[src/rta_pkg.sv]
// Shared constants and types for the time and alarm register block
package rta_pkg;

  // --------------------------------------------------------------------
  // Timing
  // --------------------------------------------------------------------
  localparam int RTA_CLK_HZ = 40_000_000;
  localparam int RTA_TICK_HZ = 100;
  localparam int RTA_TICK_CYC = RTA_CLK_HZ / RTA_TICK_HZ;

  // --------------------------------------------------------------------
  // Target address and register offsets
  // --------------------------------------------------------------------
  localparam logic [6:0] RTA_I2C_ADDR = 7'h51;
  localparam int RTA_NREG = 48;
  localparam logic [5:0] RTA_A_HUND = 6'h00;
  localparam logic [5:0] RTA_A_SEC = 6'h01;
  localparam logic [5:0] RTA_A_MIN = 6'h02;
  localparam logic [5:0] RTA_A_HOUR = 6'h03;
  localparam logic [5:0] RTA_A_DAY = 6'h04;
  localparam logic [5:0] RTA_A_WDAY = 6'h05;
  localparam logic [5:0] RTA_A_MON = 6'h06;
  localparam logic [5:0] RTA_A_YEAR = 6'h07;
  localparam logic [5:0] RTA_A_A1_SEC = 6'h08;
  localparam logic [5:0] RTA_A_A1_MIN = 6'h09;
  localparam logic [5:0] RTA_A_A1_HOUR = 6'h0a;
  localparam logic [5:0] RTA_A_A1_DAY = 6'h0b;
  localparam logic [5:0] RTA_A_A1_MON = 6'h0c;
  localparam logic [5:0] RTA_A_A2_MIN = 6'h0d;
  localparam logic [5:0] RTA_A_A2_HOUR = 6'h0e;
  localparam logic [5:0] RTA_A_A2_WDAY = 6'h0f;
  localparam logic [5:0] RTA_A_ALM_EN = 6'h10;
  localparam logic [5:0] RTA_A_OSC = 6'h25;
  localparam logic [5:0] RTA_A_FUNC = 6'h28;
  localparam logic [5:0] RTA_A_INTERRUPT_OUT_FIRST_EN = 6'h29;
  localparam logic [5:0] RTA_A_INTERRUPT_OUT_SECOND_EN = 6'h2a;
  localparam logic [5:0] RTA_A_FLAGS = 6'h2b;
  localparam logic [5:0] RTA_A_RAM = 6'h2c;
  localparam logic [5:0] RTA_A_STOP = 6'h2e;
  localparam logic [5:0] RTA_A_RESETS = 6'h2f;

  // --------------------------------------------------------------------
  // Field positions and command codes
  // --------------------------------------------------------------------
  localparam int RTA_B_OS = 7;
  localparam int RTA_B_EVENT_PENDING_SUMMARY = 7;
  localparam int RTA_B_MERIDIEM_INDICATOR = 5;
  localparam int RTA_B_HR12 = 5;
  localparam int RTA_B_HUND_EN = 7;
  localparam int RTA_B_MODE = 4;
  localparam int RTA_B_A1F = 5;
  localparam int RTA_B_A2F = 6;
  localparam int RTA_B_A1IE = 4;
  localparam int RTA_B_A2IE = 3;
  localparam int RTA_B_STOP = 0;
  localparam logic [7:0] RTA_PRESC_CLR = 8'ha4;

  // --------------------------------------------------------------------
  // Reset values and BCD limits
  // --------------------------------------------------------------------
  localparam logic [7:0] RTA_RST_SEC = 8'h80;
  localparam logic [7:0] RTA_RST_DAY = 8'h01;
  localparam logic [7:0] RTA_RST_WDAY = 8'h06;
  localparam logic [7:0] RTA_RST_MON = 8'h01;
  localparam logic [7:0] RTA_MAX_HUND = 8'h99;
  localparam logic [7:0] RTA_MAX_MS = 8'h59;
  localparam logic [7:0] RTA_MAX_H24 = 8'h23;
  localparam logic [7:0] RTA_MAX_WDAY = 8'h06;
  localparam logic [7:0] RTA_MAX_MON = 8'h12;

  // Target port states
  typedef enum logic [2:0] {
    RTA_IDLE, RTA_ADDR, RTA_AACK, RTA_WDATA, RTA_WACK, RTA_RDATA, RTA_RACK
  } rta_i2c_t;

endpackage

[src/rta_time_alarm_regs.sv]
// Time keeping, alarm registers and serial target port of the calendar clock
`timescale 1ns/1ps

module rta_time_alarm_regs
  import rta_pkg::*;
#(
  parameter int TICK_CYCLES = RTA_TICK_CYC
)
(
  input wire logic i_clk_sys,
  input wire logic i_sys_rst,
  input wire logic i_scl,
  input wire logic i_sda,
  output logic o_sda_o,
  output logic o_sda_oe,
  output logic o_int_first_n,
  output logic o_int_second_n
);

  localparam int PRE_W = $clog2(TICK_CYCLES);
  localparam logic [PRE_W-1:0] PRE_LAST = PRE_W'(TICK_CYCLES - 1);

  // --------------------------------------------------------------------
  // Elaboration checks
  // --------------------------------------------------------------------
  if (TICK_CYCLES < 2)
  begin : g_bad_tick
    $error("TICK_CYCLES must be at least 2");
  end

  typedef struct packed {
    logic [RTA_NREG-1:0][7:0] regs;
    logic [7:0][7:0] snap;
    logic [PRE_W-1:0] pre;
    rta_i2c_t ist;
    logic [2:0] scl_q;
    logic [2:0] sda_q;
    logic [3:0] bitcnt;
    logic [7:0] sh;
    logic [5:0] ptr;
    logic rw;
    logic first;
    logic sec_evt;
    logic sda_o;
    logic sda_oe;
    logic int1_n;
    logic int2_n;
  } rta_state_t;

  rta_state_t st_r;
  rta_state_t st_nxt;
  logic tick;
  logic wr_en;
  logic [5:0] wr_addr;
  logic [7:0] wr_data;
  logic day_carry;
  logic snap_take;
  logic ptr_adv;

  // --------------------------------------------------------------------
  // Helpers
  // --------------------------------------------------------------------
  // One BCD step, wrapping to lo once at hi; bit 8 is the carry
  function automatic logic [8:0] bcd_wrap(input logic [7:0] v, input logic [7:0] hi,
                                          input logic [7:0] lo);
    if (v >= hi)
      return {1'b1, lo};
    else if (v[3:0] == 4'h9)
      return {1'b0, v[7:4] + 4'h1, 4'h0};
    else
      return {1'b0, v + 8'h01};
  endfunction

  // Leap years: BCD year divisible by four
  function automatic logic is_leap(input logic [7:0] y);
    if (y[4])
      return (y[3:0] == 4'h2) || (y[3:0] == 4'h6);
    else
      return (y[3:0] == 4'h0) || (y[3:0] == 4'h4) || (y[3:0] == 4'h8);
  endfunction

  // Last day of the month in BCD
  function automatic logic [7:0] last_day(input logic [7:0] m, input logic [7:0] y);
    case (m[4:0])
      5'h02: return is_leap(y) ? 8'h29 : 8'h28;
      5'h04, 5'h06, 5'h09, 5'h11: return 8'h30;
      default: return 8'h31;
    endcase
  endfunction

  // Hour step in 24 h or 12 h form; carry marks a new day
  function automatic logic [8:0] hour_inc(input logic [7:0] h, input logic h12);
    logic [8:0] s;
    s = bcd_wrap({3'h0, h[4:0]}, 8'h99, 8'h00);
    if (!h12)
      return bcd_wrap({2'h0, h[5:0]}, RTA_MAX_H24, 8'h00);
    else if (h[4:0] == 5'h12)
      return {1'b0, 2'h0, h[RTA_B_MERIDIEM_INDICATOR], 5'h01};
    else if (h[4:0] == 5'h11)
      return {h[RTA_B_MERIDIEM_INDICATOR], 2'h0, ~h[RTA_B_MERIDIEM_INDICATOR], 5'h12};
    else
      return {1'b0, 2'h0, h[RTA_B_MERIDIEM_INDICATOR], s[4:0]};
  endfunction

  // Implemented bits per location; the rest store nothing and read zero, except minutes bit 7, which reads the event summary
  function automatic logic [7:0] reg_mask(input logic [5:0] a, input logic m);
    case (a)
      RTA_A_HUND, RTA_A_SEC: return 8'hff;
      RTA_A_MIN, RTA_A_A1_SEC, RTA_A_A1_MIN, RTA_A_A2_MIN: return 8'h7f;
      RTA_A_HOUR, RTA_A_DAY: return m ? 8'hff : 8'h3f;
      RTA_A_WDAY: return m ? 8'hff : 8'h07;
      RTA_A_MON: return m ? 8'h00 : 8'h1f;
      RTA_A_YEAR: return m ? 8'h00 : 8'hff;
      RTA_A_A1_HOUR, RTA_A_A1_DAY, RTA_A_A2_HOUR: return m ? 8'hff : 8'h3f;
      RTA_A_A1_MON: return m ? 8'hff : 8'h1f;
      RTA_A_A2_WDAY: return m ? 8'hff : 8'h07;
      RTA_A_ALM_EN, RTA_A_OSC, RTA_A_FUNC, RTA_A_INTERRUPT_OUT_FIRST_EN, RTA_A_INTERRUPT_OUT_SECOND_EN, RTA_A_RAM:
        return 8'hff;
      RTA_A_FLAGS: return 8'h60;
      RTA_A_STOP: return 8'h01;
      default: return 8'h00;
    endcase
  endfunction

  // Default time contents of a mode; both modes start with OS set
  function automatic logic [7:0] rst_time(input int i, input logic m);
    case (i)
      1: return RTA_RST_SEC;
      4: return m ? 8'h00 : RTA_RST_DAY;
      5: return m ? 8'h00 : RTA_RST_WDAY;
      6: return m ? 8'h00 : RTA_RST_MON;
      default: return 8'h00;
    endcase
  endfunction

  // Pointer step with wrap past the last location
  function automatic logic [5:0] ptr_inc(input logic [5:0] p);
    return (p >= RTA_A_RESETS) ? 6'h00 : p + 6'h01;
  endfunction

  // Byte returned to the host: time from the snapshot, the rest live
  function automatic logic [7:0] rd_byte(input logic [5:0] a);
    logic [7:0] v;
    logic m;
    m = st_r.regs[RTA_A_FUNC][RTA_B_MODE];
    v = (a < 6'h08) ? st_r.snap[a[2:0]] : st_r.regs[a];
    v = v & reg_mask(a, m);
    if (a == RTA_A_MIN)
      v[RTA_B_EVENT_PENDING_SUMMARY] = |st_r.regs[RTA_A_FLAGS];
    if ((a == RTA_A_HUND) && !st_r.regs[RTA_A_FUNC][RTA_B_HUND_EN])
      v = 8'h00;
    return v;
  endfunction

  // --------------------------------------------------------------------
  // Next-state logic
  // --------------------------------------------------------------------
  always_comb
  begin
    logic [8:0] c;
    logic [8:0] w;
    logic mode;
    logic scl_rise;
    logic scl_fall;
    logic start_c;
    logic stop_c;
    logic [4:0] eq1;
    logic [2:0] eq2;
    logic [4:0] en1;
    logic [2:0] en2;
    logic hit1;
    logic hit2;
    logic [7:0] rb;
    c = 9'h000;
    w = 9'h000;
    rb = 8'h00;
    eq1 = 5'h00;
    eq2 = 3'h0;
    en1 = 5'h00;
    en2 = 3'h0;
    hit1 = 1'b0;
    hit2 = 1'b0;
    st_nxt = st_r;
    tick = 1'b0;
    wr_en = 1'b0;
    wr_addr = st_r.ptr;
    wr_data = st_r.sh;
    day_carry = 1'b0;
    snap_take = 1'b0;
    ptr_adv = 1'b0;
    mode = st_r.regs[RTA_A_FUNC][RTA_B_MODE];
    // Pins pass two stages before any logic looks at them
    st_nxt.scl_q = {st_r.scl_q[1:0], i_scl};
    st_nxt.sda_q = {st_r.sda_q[1:0], i_sda};
    scl_rise = st_r.scl_q[1] & ~st_r.scl_q[2];
    scl_fall = ~st_r.scl_q[1] & st_r.scl_q[2];
    start_c = st_r.scl_q[1] & st_r.scl_q[2] & st_r.sda_q[2] & ~st_r.sda_q[1];
    stop_c = st_r.scl_q[1] & st_r.scl_q[2] & ~st_r.sda_q[2] & st_r.sda_q[1];

    // Prescaler to 100 Hz; frozen while stopped
    if (!st_r.regs[RTA_A_STOP][RTA_B_STOP])
    begin
      if (st_r.pre == PRE_LAST)
      begin
        st_nxt.pre = '0;
        tick = 1'b1;
      end
      else
        st_nxt.pre = st_r.pre + 1'b1;
    end

    // Counter chain; runs regardless of any transfer in progress
    st_nxt.sec_evt = 1'b0;
    if (tick)
    begin
      c = bcd_wrap(st_r.regs[RTA_A_HUND], RTA_MAX_HUND, 8'h00);
      st_nxt.regs[RTA_A_HUND] = c[7:0];
      if (c[8])
      begin
        st_nxt.sec_evt = 1'b1;
        c = bcd_wrap({1'b0, st_r.regs[RTA_A_SEC][6:0]}, RTA_MAX_MS, 8'h00);
        st_nxt.regs[RTA_A_SEC] = {st_r.regs[RTA_A_SEC][RTA_B_OS], c[6:0]};
        if (c[8])
        begin
          c = bcd_wrap({1'b0, st_r.regs[RTA_A_MIN][6:0]}, RTA_MAX_MS, 8'h00);
          st_nxt.regs[RTA_A_MIN] = c[7:0];
          if (c[8] && mode)
          begin
            // Six hour digits in three pairs, lowest first
            c = bcd_wrap(st_r.regs[RTA_A_HOUR], 8'h99, 8'h00);
            st_nxt.regs[RTA_A_HOUR] = c[7:0];
            if (c[8])
            begin
              c = bcd_wrap(st_r.regs[RTA_A_DAY], 8'h99, 8'h00);
              st_nxt.regs[RTA_A_DAY] = c[7:0];
              if (c[8])
              begin
                // Carry bit is dropped on purpose: the top pair simply wraps
                w = bcd_wrap(st_r.regs[RTA_A_WDAY], 8'h99, 8'h00);
                st_nxt.regs[RTA_A_WDAY] = w[7:0];
              end
            end
          end
          else if (c[8])
          begin
            c = hour_inc(st_r.regs[RTA_A_HOUR], st_r.regs[RTA_A_OSC][RTA_B_HR12]);
            st_nxt.regs[RTA_A_HOUR] = c[7:0];
            if (c[8])
            begin
              day_carry = 1'b1;
              w = bcd_wrap(st_r.regs[RTA_A_WDAY], RTA_MAX_WDAY, 8'h00);
              st_nxt.regs[RTA_A_WDAY] = w[7:0];
              c = bcd_wrap(st_r.regs[RTA_A_DAY],
                           last_day(st_r.regs[RTA_A_MON], st_r.regs[RTA_A_YEAR]), 8'h01);
              st_nxt.regs[RTA_A_DAY] = c[7:0];
              if (c[8])
              begin
                c = bcd_wrap(st_r.regs[RTA_A_MON], RTA_MAX_MON, 8'h01);
                st_nxt.regs[RTA_A_MON] = c[7:0];
                if (c[8])
                begin
                  w = bcd_wrap(st_r.regs[RTA_A_YEAR], 8'h99, 8'h00);
                  st_nxt.regs[RTA_A_YEAR] = w[7:0];
                end
              end
            end
          end
        end
      end
    end

    // Serial target: sample on SCL rise, change SDA on SCL fall
    if (start_c)
    begin
      st_nxt.ist = RTA_ADDR;
      st_nxt.bitcnt = 4'h0;
      st_nxt.sda_oe = 1'b0;
    end
    else if (stop_c)
    begin
      st_nxt.ist = RTA_IDLE;
      st_nxt.sda_oe = 1'b0;
    end
    else if (scl_rise)
    begin
      if (st_r.ist == RTA_RACK)
        st_nxt.first = st_r.sda_q[1]; // High means the host ends the read
      else if (st_r.ist != RTA_IDLE)
      begin
        st_nxt.bitcnt = st_r.bitcnt + 4'h1;
        if (st_r.ist != RTA_RDATA)
          st_nxt.sh = {st_r.sh[6:0], st_r.sda_q[1]};
      end
    end
    else if (scl_fall)
    begin
      case (st_r.ist)
        RTA_ADDR:
          if (st_r.bitcnt == 4'h8)
          begin
            if (st_r.sh[7:1] == RTA_I2C_ADDR)
            begin
              st_nxt.ist = RTA_AACK;
              st_nxt.sda_oe = 1'b1;
              st_nxt.rw = st_r.sh[0];
              if (st_r.sh[0])
              begin
                snap_take = 1'b1;
                st_nxt.snap = st_r.regs[7:0];
              end
            end
            else
              st_nxt.ist = RTA_IDLE;
          end
        RTA_AACK, RTA_RACK:
          if (st_r.rw && !(st_r.ist == RTA_RACK && st_r.first))
          begin
            rb = rd_byte(st_r.ptr);
            st_nxt.sh = rb;
            st_nxt.sda_oe = ~rb[7];
            st_nxt.ptr = ptr_inc(st_r.ptr);
            ptr_adv = 1'b1;
            st_nxt.bitcnt = 4'h0;
            st_nxt.ist = RTA_RDATA;
          end
          else if (st_r.rw)
          begin
            st_nxt.sda_oe = 1'b0;
            st_nxt.ist = RTA_IDLE;
          end
          else
          begin
            st_nxt.sda_oe = 1'b0;
            st_nxt.bitcnt = 4'h0;
            st_nxt.first = 1'b1;
            st_nxt.ist = RTA_WDATA;
          end
        RTA_WDATA:
          if (st_r.bitcnt == 4'h8)
          begin
            st_nxt.sda_oe = 1'b1;
            st_nxt.ist = RTA_WACK;
            st_nxt.first = 1'b0;
            if (st_r.first)
              st_nxt.ptr = st_r.sh[5:0];
            else
            begin
              wr_en = 1'b1;
              st_nxt.ptr = ptr_inc(st_r.ptr);
              ptr_adv = 1'b1;
            end
          end
        RTA_WACK:
        begin
          st_nxt.sda_oe = 1'b0;
          st_nxt.bitcnt = 4'h0;
          st_nxt.ist = RTA_WDATA;
        end
        RTA_RDATA:
          if (st_r.bitcnt == 4'h8)
          begin
            st_nxt.sda_oe = 1'b0;
            st_nxt.ist = RTA_RACK;
          end
          else
          begin
            st_nxt.sh = {st_r.sh[6:0], 1'b0};
            st_nxt.sda_oe = ~st_r.sh[6];
          end
        default: st_nxt.ist = RTA_IDLE;
      endcase
    end

    // Host writes override the tick on the same location
    if (wr_en)
    begin
      case (wr_addr)
        RTA_A_RESETS:
          if (wr_data == RTA_PRESC_CLR)
            st_nxt.pre = '0;
        RTA_A_FLAGS:
          st_nxt.regs[RTA_A_FLAGS] = st_r.regs[RTA_A_FLAGS] & wr_data;
        RTA_A_FUNC:
        begin
          st_nxt.regs[RTA_A_FUNC] = wr_data;
          // A mode change restarts the time from that mode's default
          if (wr_data[RTA_B_MODE] != mode)
            for (int i = 0; i < 8; i++)
              st_nxt.regs[i] = rst_time(i, wr_data[RTA_B_MODE]);
        end
        default:
          if (wr_addr < 6'(RTA_NREG))
            st_nxt.regs[wr_addr] = wr_data & reg_mask(wr_addr, mode);
      endcase
    end

    // Alarm compare on the settled time after each seconds step
    eq1[0] = st_r.regs[RTA_A_A1_SEC][6:0] == st_r.regs[RTA_A_SEC][6:0];
    eq1[1] = st_r.regs[RTA_A_A1_MIN][6:0] == st_r.regs[RTA_A_MIN][6:0];
    eq2[0] = st_r.regs[RTA_A_A2_MIN][6:0] == st_r.regs[RTA_A_MIN][6:0];
    if (mode)
    begin
      eq1[2] = st_r.regs[RTA_A_A1_HOUR] == st_r.regs[RTA_A_HOUR];
      eq1[3] = st_r.regs[RTA_A_A1_DAY] == st_r.regs[RTA_A_DAY];
      eq1[4] = st_r.regs[RTA_A_A1_MON] == st_r.regs[RTA_A_WDAY];
      eq2[1] = st_r.regs[RTA_A_A2_HOUR] == st_r.regs[RTA_A_HOUR];
      eq2[2] = st_r.regs[RTA_A_A2_WDAY] == st_r.regs[RTA_A_DAY];
    end
    else
    begin
      eq1[2] = st_r.regs[RTA_A_A1_HOUR][5:0] == st_r.regs[RTA_A_HOUR][5:0];
      eq1[3] = st_r.regs[RTA_A_A1_DAY][5:0] == st_r.regs[RTA_A_DAY][5:0];
      eq1[4] = st_r.regs[RTA_A_A1_MON][4:0] == st_r.regs[RTA_A_MON][4:0];
      eq2[1] = st_r.regs[RTA_A_A2_HOUR][5:0] == st_r.regs[RTA_A_HOUR][5:0];
      eq2[2] = st_r.regs[RTA_A_A2_WDAY][2:0] == st_r.regs[RTA_A_WDAY][2:0];
    end
    en1 = st_r.regs[RTA_A_ALM_EN][4:0];
    en2 = st_r.regs[RTA_A_ALM_EN][7:5];
    hit1 = st_r.sec_evt && (|en1) && ((eq1 | ~en1) == 5'h1f);
    hit2 = st_r.sec_evt && (|en2) && ((eq2 | ~en2) == 3'h7);

    // Flags: a set in the clearing cycle wins
    if (hit1)
      st_nxt.regs[RTA_A_FLAGS][RTA_B_A1F] = 1'b1;
    if (hit2)
      st_nxt.regs[RTA_A_FLAGS][RTA_B_A2F] = 1'b1;

    // Pins follow flag and enable in the same cycle, level style
    st_nxt.int1_n = ~|({st_nxt.regs[RTA_A_FLAGS][RTA_B_A1F],
                        st_nxt.regs[RTA_A_FLAGS][RTA_B_A2F]} &
                       {st_nxt.regs[RTA_A_INTERRUPT_OUT_FIRST_EN][RTA_B_A1IE],
                        st_nxt.regs[RTA_A_INTERRUPT_OUT_FIRST_EN][RTA_B_A2IE]});
    st_nxt.int2_n = ~|({st_nxt.regs[RTA_A_FLAGS][RTA_B_A1F],
                        st_nxt.regs[RTA_A_FLAGS][RTA_B_A2F]} &
                       {st_nxt.regs[RTA_A_INTERRUPT_OUT_SECOND_EN][RTA_B_A1IE],
                        st_nxt.regs[RTA_A_INTERRUPT_OUT_SECOND_EN][RTA_B_A2IE]});
    st_nxt.sda_o = 1'b0; // Open drain: only ever pulls low

    // Reset: calendar mode, 2000-01-01 Saturday 00:00:00.00
    if (i_sys_rst)
    begin
      st_nxt = '0;
      for (int i = 0; i < 8; i++)
        st_nxt.regs[i] = rst_time(i, 1'b0);
      st_nxt.ist = RTA_IDLE;
      st_nxt.int1_n = 1'b1;
      st_nxt.int2_n = 1'b1;
      // Sync stages start at the idle high level so no false edge follows reset
      st_nxt.scl_q = 3'h7;
      st_nxt.sda_q = 3'h7;
    end
  end

  // --------------------------------------------------------------------
  // State register
  // --------------------------------------------------------------------
  always_ff @(posedge i_clk_sys)
  begin
    st_r <= st_nxt;
  end

  assign o_sda_o = st_r.sda_o;
  assign o_sda_oe = st_r.sda_oe;
  assign o_int_first_n = st_r.int1_n;
  assign o_int_second_n = st_r.int2_n;

  // --------------------------------------------------------------------
  // Assertions
  // --------------------------------------------------------------------
  a_stop_no_tick: assert property (@(posedge i_clk_sys) disable iff (i_sys_rst)
    st_r.regs[RTA_A_STOP][RTA_B_STOP] |-> !tick)
    else $error("tick while stopped");
  a_presc_clear: assert property (@(posedge i_clk_sys) disable iff (i_sys_rst)
    wr_en && wr_addr == RTA_A_RESETS && wr_data == RTA_PRESC_CLR |=> st_r.pre == '0)
    else $error("prescaler not cleared");
  a_snap_copy: assert property (@(posedge i_clk_sys) disable iff (i_sys_rst)
    snap_take |=> st_r.snap == $past(st_r.regs[7:0]))
    else $error("snapshot differs from counters");
  a_count_runs: assert property (@(posedge i_clk_sys) disable iff (i_sys_rst)
    tick && !wr_en |=> st_r.regs[RTA_A_HUND] != $past(st_r.regs[RTA_A_HUND]))
    else $error("hundredths did not advance");
  a_flag_sticky: assert property (@(posedge i_clk_sys) disable iff (i_sys_rst)
    st_r.regs[RTA_A_FLAGS][RTA_B_A1F] && !(wr_en && wr_addr == RTA_A_FLAGS)
    |=> st_r.regs[RTA_A_FLAGS][RTA_B_A1F])
    else $error("alarm flag lost");
  a_int_follow: assert property (@(posedge i_clk_sys) disable iff (i_sys_rst)
    ##1 o_int_first_n == !($past(st_r.regs[RTA_A_FLAGS][RTA_B_A1F])
      && $past(st_r.regs[RTA_A_INTERRUPT_OUT_FIRST_EN][RTA_B_A1IE])) || $past(wr_en) || $past(st_r.sec_evt)
      || $past(st_r.regs[RTA_A_FLAGS][RTA_B_A2F]))
    else $error("first interrupt pin mismatch");
  a_ptr_wrap: assert property (@(posedge i_clk_sys) disable iff (i_sys_rst)
    ptr_adv && st_r.ptr == RTA_A_RESETS |=> st_r.ptr == 6'h00)
    else $error("pointer did not wrap");
  a_wday_wrap: assert property (@(posedge i_clk_sys) disable iff (i_sys_rst)
    day_carry && !wr_en && st_r.regs[RTA_A_WDAY] == RTA_MAX_WDAY
    |=> st_r.regs[RTA_A_WDAY] == 8'h00)
    else $error("weekday did not wrap");

endmodule

[config.mk]
export PLATFORM = sky130hd
export DESIGN_NAME = rta_time_alarm_regs
export DESIGN_NICKNAME = d
export VERILOG_FILES = /design/src/rta_pkg.sv /design/src/rta_time_alarm_regs.sv
export SDC_FILE = /design/constraint.sdc
export NUM_CORES = 1
export LEC_CHECK = 0
export ABC_AREA = 1
export BUFFER_PORTS_ARGS = -buffer_cell sky130_fd_sc_hd__buf_2
export CORE_MARGIN = 10
export CORE_UTILIZATION = 32
export CTS_BUF_LIST = sky130_fd_sc_hd__clkbuf_8
export DETAILED_ROUTE_END_ITERATION = 8
export PLACE_DENSITY = 0.55
export SLEW_MARGIN = 30
export SYNTH_ARGS = -nofsm -noshare
export SYNTH_HDL_FRONTEND = slang
export SYNTH_SLANG_ARGS = --single-unit
[constraint.sdc]
create_clock -name i_clk_sys -period 3.1 [get_ports i_clk_sys]
set_input_delay 0.155 -clock i_clk_sys [delete_from_list [all_inputs] [get_ports i_clk_sys]]
set_output_delay 0.155 -clock i_clk_sys [all_outputs]
set_load 0.005 [all_outputs]
# Word-level counts from Yosys, hierarchy flattened
# Cells that the tools add are included.
totals:
  ff_bits: 501
  input_bits: 4
  output_inout_bits: 4
  wordCells: 478
op_classes:
  n_addsub: 23
  magnitude_cmp: 18
  eq_ne: 89
  n_mux: 187
  bitwise: 30
  n_reduce_logical: 57
op_table:
  columns: ["operator", "n"]
  rows:
  - ["$mux W9", 44]
  - ["$bwmux W384", 1]
  - ["$mux W8", 45]
  - ["$mux W352", 1]
  - ["$mux W351", 1]
  - ["$mux W256", 1]
  - ["$mux W64", 2]
  - ["$pmux W64 S2", 1]
  - ["$mux W19", 5]
  - ["$pmux W8 S9", 1]
  - ["$mux W16", 4]
  - ["$pmux W8 S8", 1]
  - ["$mux W56", 1]
  - ["$add A8 B1 Y8 const B", 6]
  - ["$bmux W8 S6", 1]
  - ["$demux W8 S6", 1]
  - ["$eq A6 B4 Y1 const B", 8]
  - ["$eq A6 B6 Y1 const B", 8]
  - ["$mux W48", 1]
  - ["$pmux W8 S2", 3]
  - ["$eq A4 B4 Y1 const B", 10]
  - ["$eq A8 B8 Y1", 5]
  - ["$ge A8 B8 Y1 const B", 5]
  - ["$mux W1", 40]
  - ["other kinds (92)", 208]

# Logic depth before layout (Yosys ltp)
depth:
  word_depth: 59
  ltp_mapped: 21
  ltp_nobuf: 20

# Worst setup path after synthesis
# OpenSTA, ideal clock, no wires.
synth_timing:
  path_kind: "register -> register"
  start: "register st_r (netlist bit wr_addr[0])"
  end: "register st_r[211] (netlist bit)"
  setup_time_ps: 70
  arrival_ps: 2486
  required_ps: 3030
  slack_ps: 545
  path_stages_with_launch: 15
  n_path_buf: 3
  period_less_slack_ps: 2555
  cell_sequence: "dfxtp_1 buf_2 clkinv_1 clkbuf_1 ha_1 nand3_1 nor2_1 nor2_2 nand2_2 nor2_8 nand3_4 nor2_4 buf_4 o21ai_0 a21oi_1"
synth_between:
  elab_chain_len: 8
  word_cells_on_any_way: 44
  classes_between: "3 x order compare; 24 x eq/ne; 7 x mux; 2 x bitwise; 8 x reduce/logical"
synth_rtl:
  columns: ["item", "line", "text"]
  rows:
  - ["from (decl)", "rta_time_alarm_regs.sv:50", "rta_state_t st_r;"]
  - ["from (signal assigned)", "rta_time_alarm_regs.sv:459", "st_r <= st_nxt;"]
  - ["$eq A6 B6 Y1, or another cell as far along", "rta_time_alarm_regs.sv:107, rta_time_alarm_regs.sv:377", null]
  - ["$reduce_or A8 Y1 (no source line), or another cell as far along", null, null]
  - ["$pmux W8 S8", "rta_time_alarm_regs.sv:107", "case (a)"]
  - ["$mux W8", "rta_time_alarm_regs.sv:392", "if (wr_addr < 6'(RTA_NREG))"]
  - ["$mux W8", "rta_time_alarm_regs.sv:377", "case (wr_addr)"]
  - ["$mux W8", "rta_time_alarm_regs.sv:375", "if (wr_en)"]
  - ["$and A8 B8 Y8", "rta_time_alarm_regs.sv:393", "st_nxt.regs[wr_addr] = wr_data & reg_mask(wr_addr, mode);"]
  - ["$bwmux W384", "rta_time_alarm_regs.sv:393", null]
# Several ways; a longest one is shown, not always the timed one. The select of a mux whose other input is x is not followed.
# A chain may end at the register's enable or synchronous reset.

# Worst setup path in the final report
layout_timing:
  start: "register st_r (netlist bit wr_addr[0])"
  end: "register st_r[253] (netlist bit)"
# Same word-level chain as after synthesis.

==> impl_results.md <==
* CP Launch Type: register
* Global placer's final weighted congestion at 0.967
* Max Cap Viol at 0
* Maximum fanout along the worst path at 33
* GRT Total Usage at 20.6%
* Routed Antenna Nets at 0
* Root Driver: clkbuf_8
* Slowest CP cell: dfxtp_2
* Final Util at 37.2%
* Area delta synth->final at 14.8%
* CTS sink cnt at 500
* Vias at 25,172
* Largest area contributor in the netlist: dfxtp_1
* Prevailing post-synth register cell: dfxtp_1
* PortBufs at 6
* Die H at 300 um
* TritonCTS Buffers at 87
* Comb power frac at 1.7%
* Clk slew on worst S/H paths at 60 ps
* Internal at 10.1 mW
* Inserted Diodes at 0
* #FFs+latches synth at 500
* CP arrival at 3580 ps
* Worst Max-Slew Pin Slew at 1090 ps
* Sw Share at 24.2%
* Vias in the first global route at 23,182
* Placement Cell Area at 26,900 um2
* Post-Syn Area at 25,200 um2
* Pwr dens at 460 nW/um2
* Die area at 90,200 um2
* Vias per cell at 5.27
* Syn nets at 3,642
* Register area share after synthesis at 39.8%
* Initial antenna violation count at 0
* Die W at 300 um
* Pleak at 11.5 nW
* WP data required at 3700 ps
* Yosys cell types at 54
* Routed wire per std cell at 20.1 um
* Max frequency at 0.335 GHz
* R2R setup slack at 120 ps
* Synthesized area per cell at 6.99 um2
* Final Hold Viols at 0
* Final net count at 3,710
* Most frequent cell after synthesis: nand2_1
* # IOs at 8
* First-pass GRT wire length at 145,000 um
* Status: completed
* Kind of critical path: register to register
* Async S/R FF share, synth at 0%
* CP endpoint kind: register
* Rows at 102
* Reg power frac at 48.5%
* Hpwl dp at 68,500 um
* Peak supply drop at 0.335 mV
* Yosys warning total at 0
* Final WL at 96,200 um
* Setup violations, final at 0
* Hold path depth at 3
* First-pass iteration count of the detailed router at 7
* Clk pwr share at 49.8%
* Worst-Skew Late Latency at 720 ps
* Core area at 77,700 um2
* Pins over their slew limit at 0
* Critical path cell sequence: clkinv_1 > buf_12 > ha_1 > inv_1 > nor2_1 > nor3_4 > nand3_1 > nor2_1 > nor2_2 > inv_1 > buf_4 > a21oi_1
* Period Utilization, post-route at 96.2%
* Largest net degree at the start of global routing at 178
* CTS tree: built
* Final Critical Period at 2980 ps
* Yosys top cell area share at 39.8%
* Initial drt markers at 2,568
* Worst hold path class: input pin to register
* Rel. slew slack at 27.6%
* Post-synth EDFFs at 0
* Syn Inst Count at 3,600
* NetSw at 3.21 mW
* Ratio of cells with drive above 1 in the final layout at 10.5%
* Post-route DRC violation count at 0
* Starting density of the core at 32.4%
* H-tree depth at 3
* Maximum buffer depth of the clock tree at 3
* Worst Reg-to-Reg Cells at 12
* Synth cell count leaders: nand2_1, dfxtp_1, a21oi_1
* Final Cell Area at 28,900 um2
* Largest stage delay, worst path at 380 ps
* RSZ-0062 raised after global routing: false
* Fin Setup TNS at 0 ps
* Skew final at 24.4 ps
* Synth top area cells: dfxtp_1, nand2_1, a21oi_1
* GRT overflow at 0
[worst max-delay path: cells and delay by family, from the launching register on]
family / cells / cell delay (ps)
fa+ha+maj: 1 / 310
simple gates: 5 / 950
buf+inv: 5 / 1080
flops: 1 / 380
compound gates: 1 / 100
[final cells by class]
class                      count  area [um2]
clock buffer                 114        1570
multi-input combinational   2517       12800
sequential                   500       10000
tap                         1040        1300
timing repair buffer         169        1340
clock inverter                48         332
inverter                     393        1480
fill                        8396       48800
[metrics by stage]
step	setup WS (ps)	std cells	power [mW]	hold WS (ps)
global route	21.1	4781	13.7	159
global placement	144	4612	6.80	339
floorplan	545	3600	6.73	259
finish	118	4781	13.3	168
detailed placement	180	4612	6.80	340
CTS	152	4777	13.4	112
[kinds of logic after synthesis]
| family | share of synthesized area, % |
|---|---|
| AND/OR/NAND/NOR | 26.2 |
| AO/OA/AOI/OAI | 20.6 |
| buffers and inverters | 9.28 |
| flip-flops | 39.8 |
| XOR/XNOR | 2.19 |
| adder cells (fa/ha/maj) | 1.89 |
| other | 0.0149 |
[registers in the layout, summed over array words and instances (netlist names)]
| name | cells |
|---|---|
| o_sda_oe | 1 |
| wr_addr | 6 |
| wr_data | 8 |
| o_int_first_n | 1 |
| o_int_second_n | 1 |
| st_r | 483 |
[path summary, 6_finish.rpt]
check / endpoint / startpoint
setup / recovery: st_r[253]$_SDFFE_PP0P_ / wr_addr[0]$_SDFFE_PP0P_
hold / removal: st_r[28]$_SDFF_PP1_ / i_scl
setup reg to reg: st_r[253]$_SDFFE_PP0P_ / wr_addr[0]$_SDFFE_PP0P_
hold reg to reg: st_r[26]$_SDFF_PP1_ / st_r[25]$_SDFF_PP1_
[metal layers]
metal | vias to the layer above | share of wire (%) | GRT usage (%)
met4 | 0 | 3.8 | 8.13
met1 | 11850 | 45 | 28.3
met3 | 216 | 7.5 | 3.58
met5 | - | 0 | 0
li1 | 12164 | - | -
met2 | 942 | 44 | 31.5
[layout by cell type (no fill, tap or decap), types with 14 or more instances in the layout]
| cell type | instances |
|---|---|
| nand3_1 | 174 |
| inv_1 | 404 |
| nor2_1 | 289 |
| o21ai_1 | 15 |
| dfxtp_1 | 496 |
| nor2_4 | 17 |
| nor3_1 | 100 |
| nor2_2 | 27 |
| buf_4 | 154 |
| a21oi_1 | 402 |
| o21a_1 | 20 |
| o211ai_1 | 19 |
| xor2_1 | 43 |
| nand4_1 | 59 |
| o21ai_0 | 372 |
| clkinv_2 | 14 |
| ha_1 | 38 |
| xnor2_1 | 20 |
| nand2_1 | 671 |
| a22oi_1 | 23 |
| clkbuf_8 | 114 |
| a31oi_1 | 27 |
| o22ai_1 | 54 |
| nor3b_1 | 67 |
[power by group through the flow]
stage / logic, mW / registers (mW) / clock network (mW)
6_report: 0.224 / 6.44 / 6.62
4_1_cts: 0.221 / 6.44 / 6.73
5_1_grt: 0.244 / 6.44 / 7.01
2_1_floorplan: 0.145 / 6.58 / 0
3_5_place_dp: 0.217 / 6.59 / 0
3_3_place_gp: 0.219 / 6.59 / 0
[repair_timing]
action                                  4_1_cts  5_1_grt
hold endpoints to repair                     37        0
endpoints found under the setup margin        0       24
resized for setup                             0        9
setup buffers                                 0        4
hold buffers                                  3        0
(Power assumes the default switching activity.)
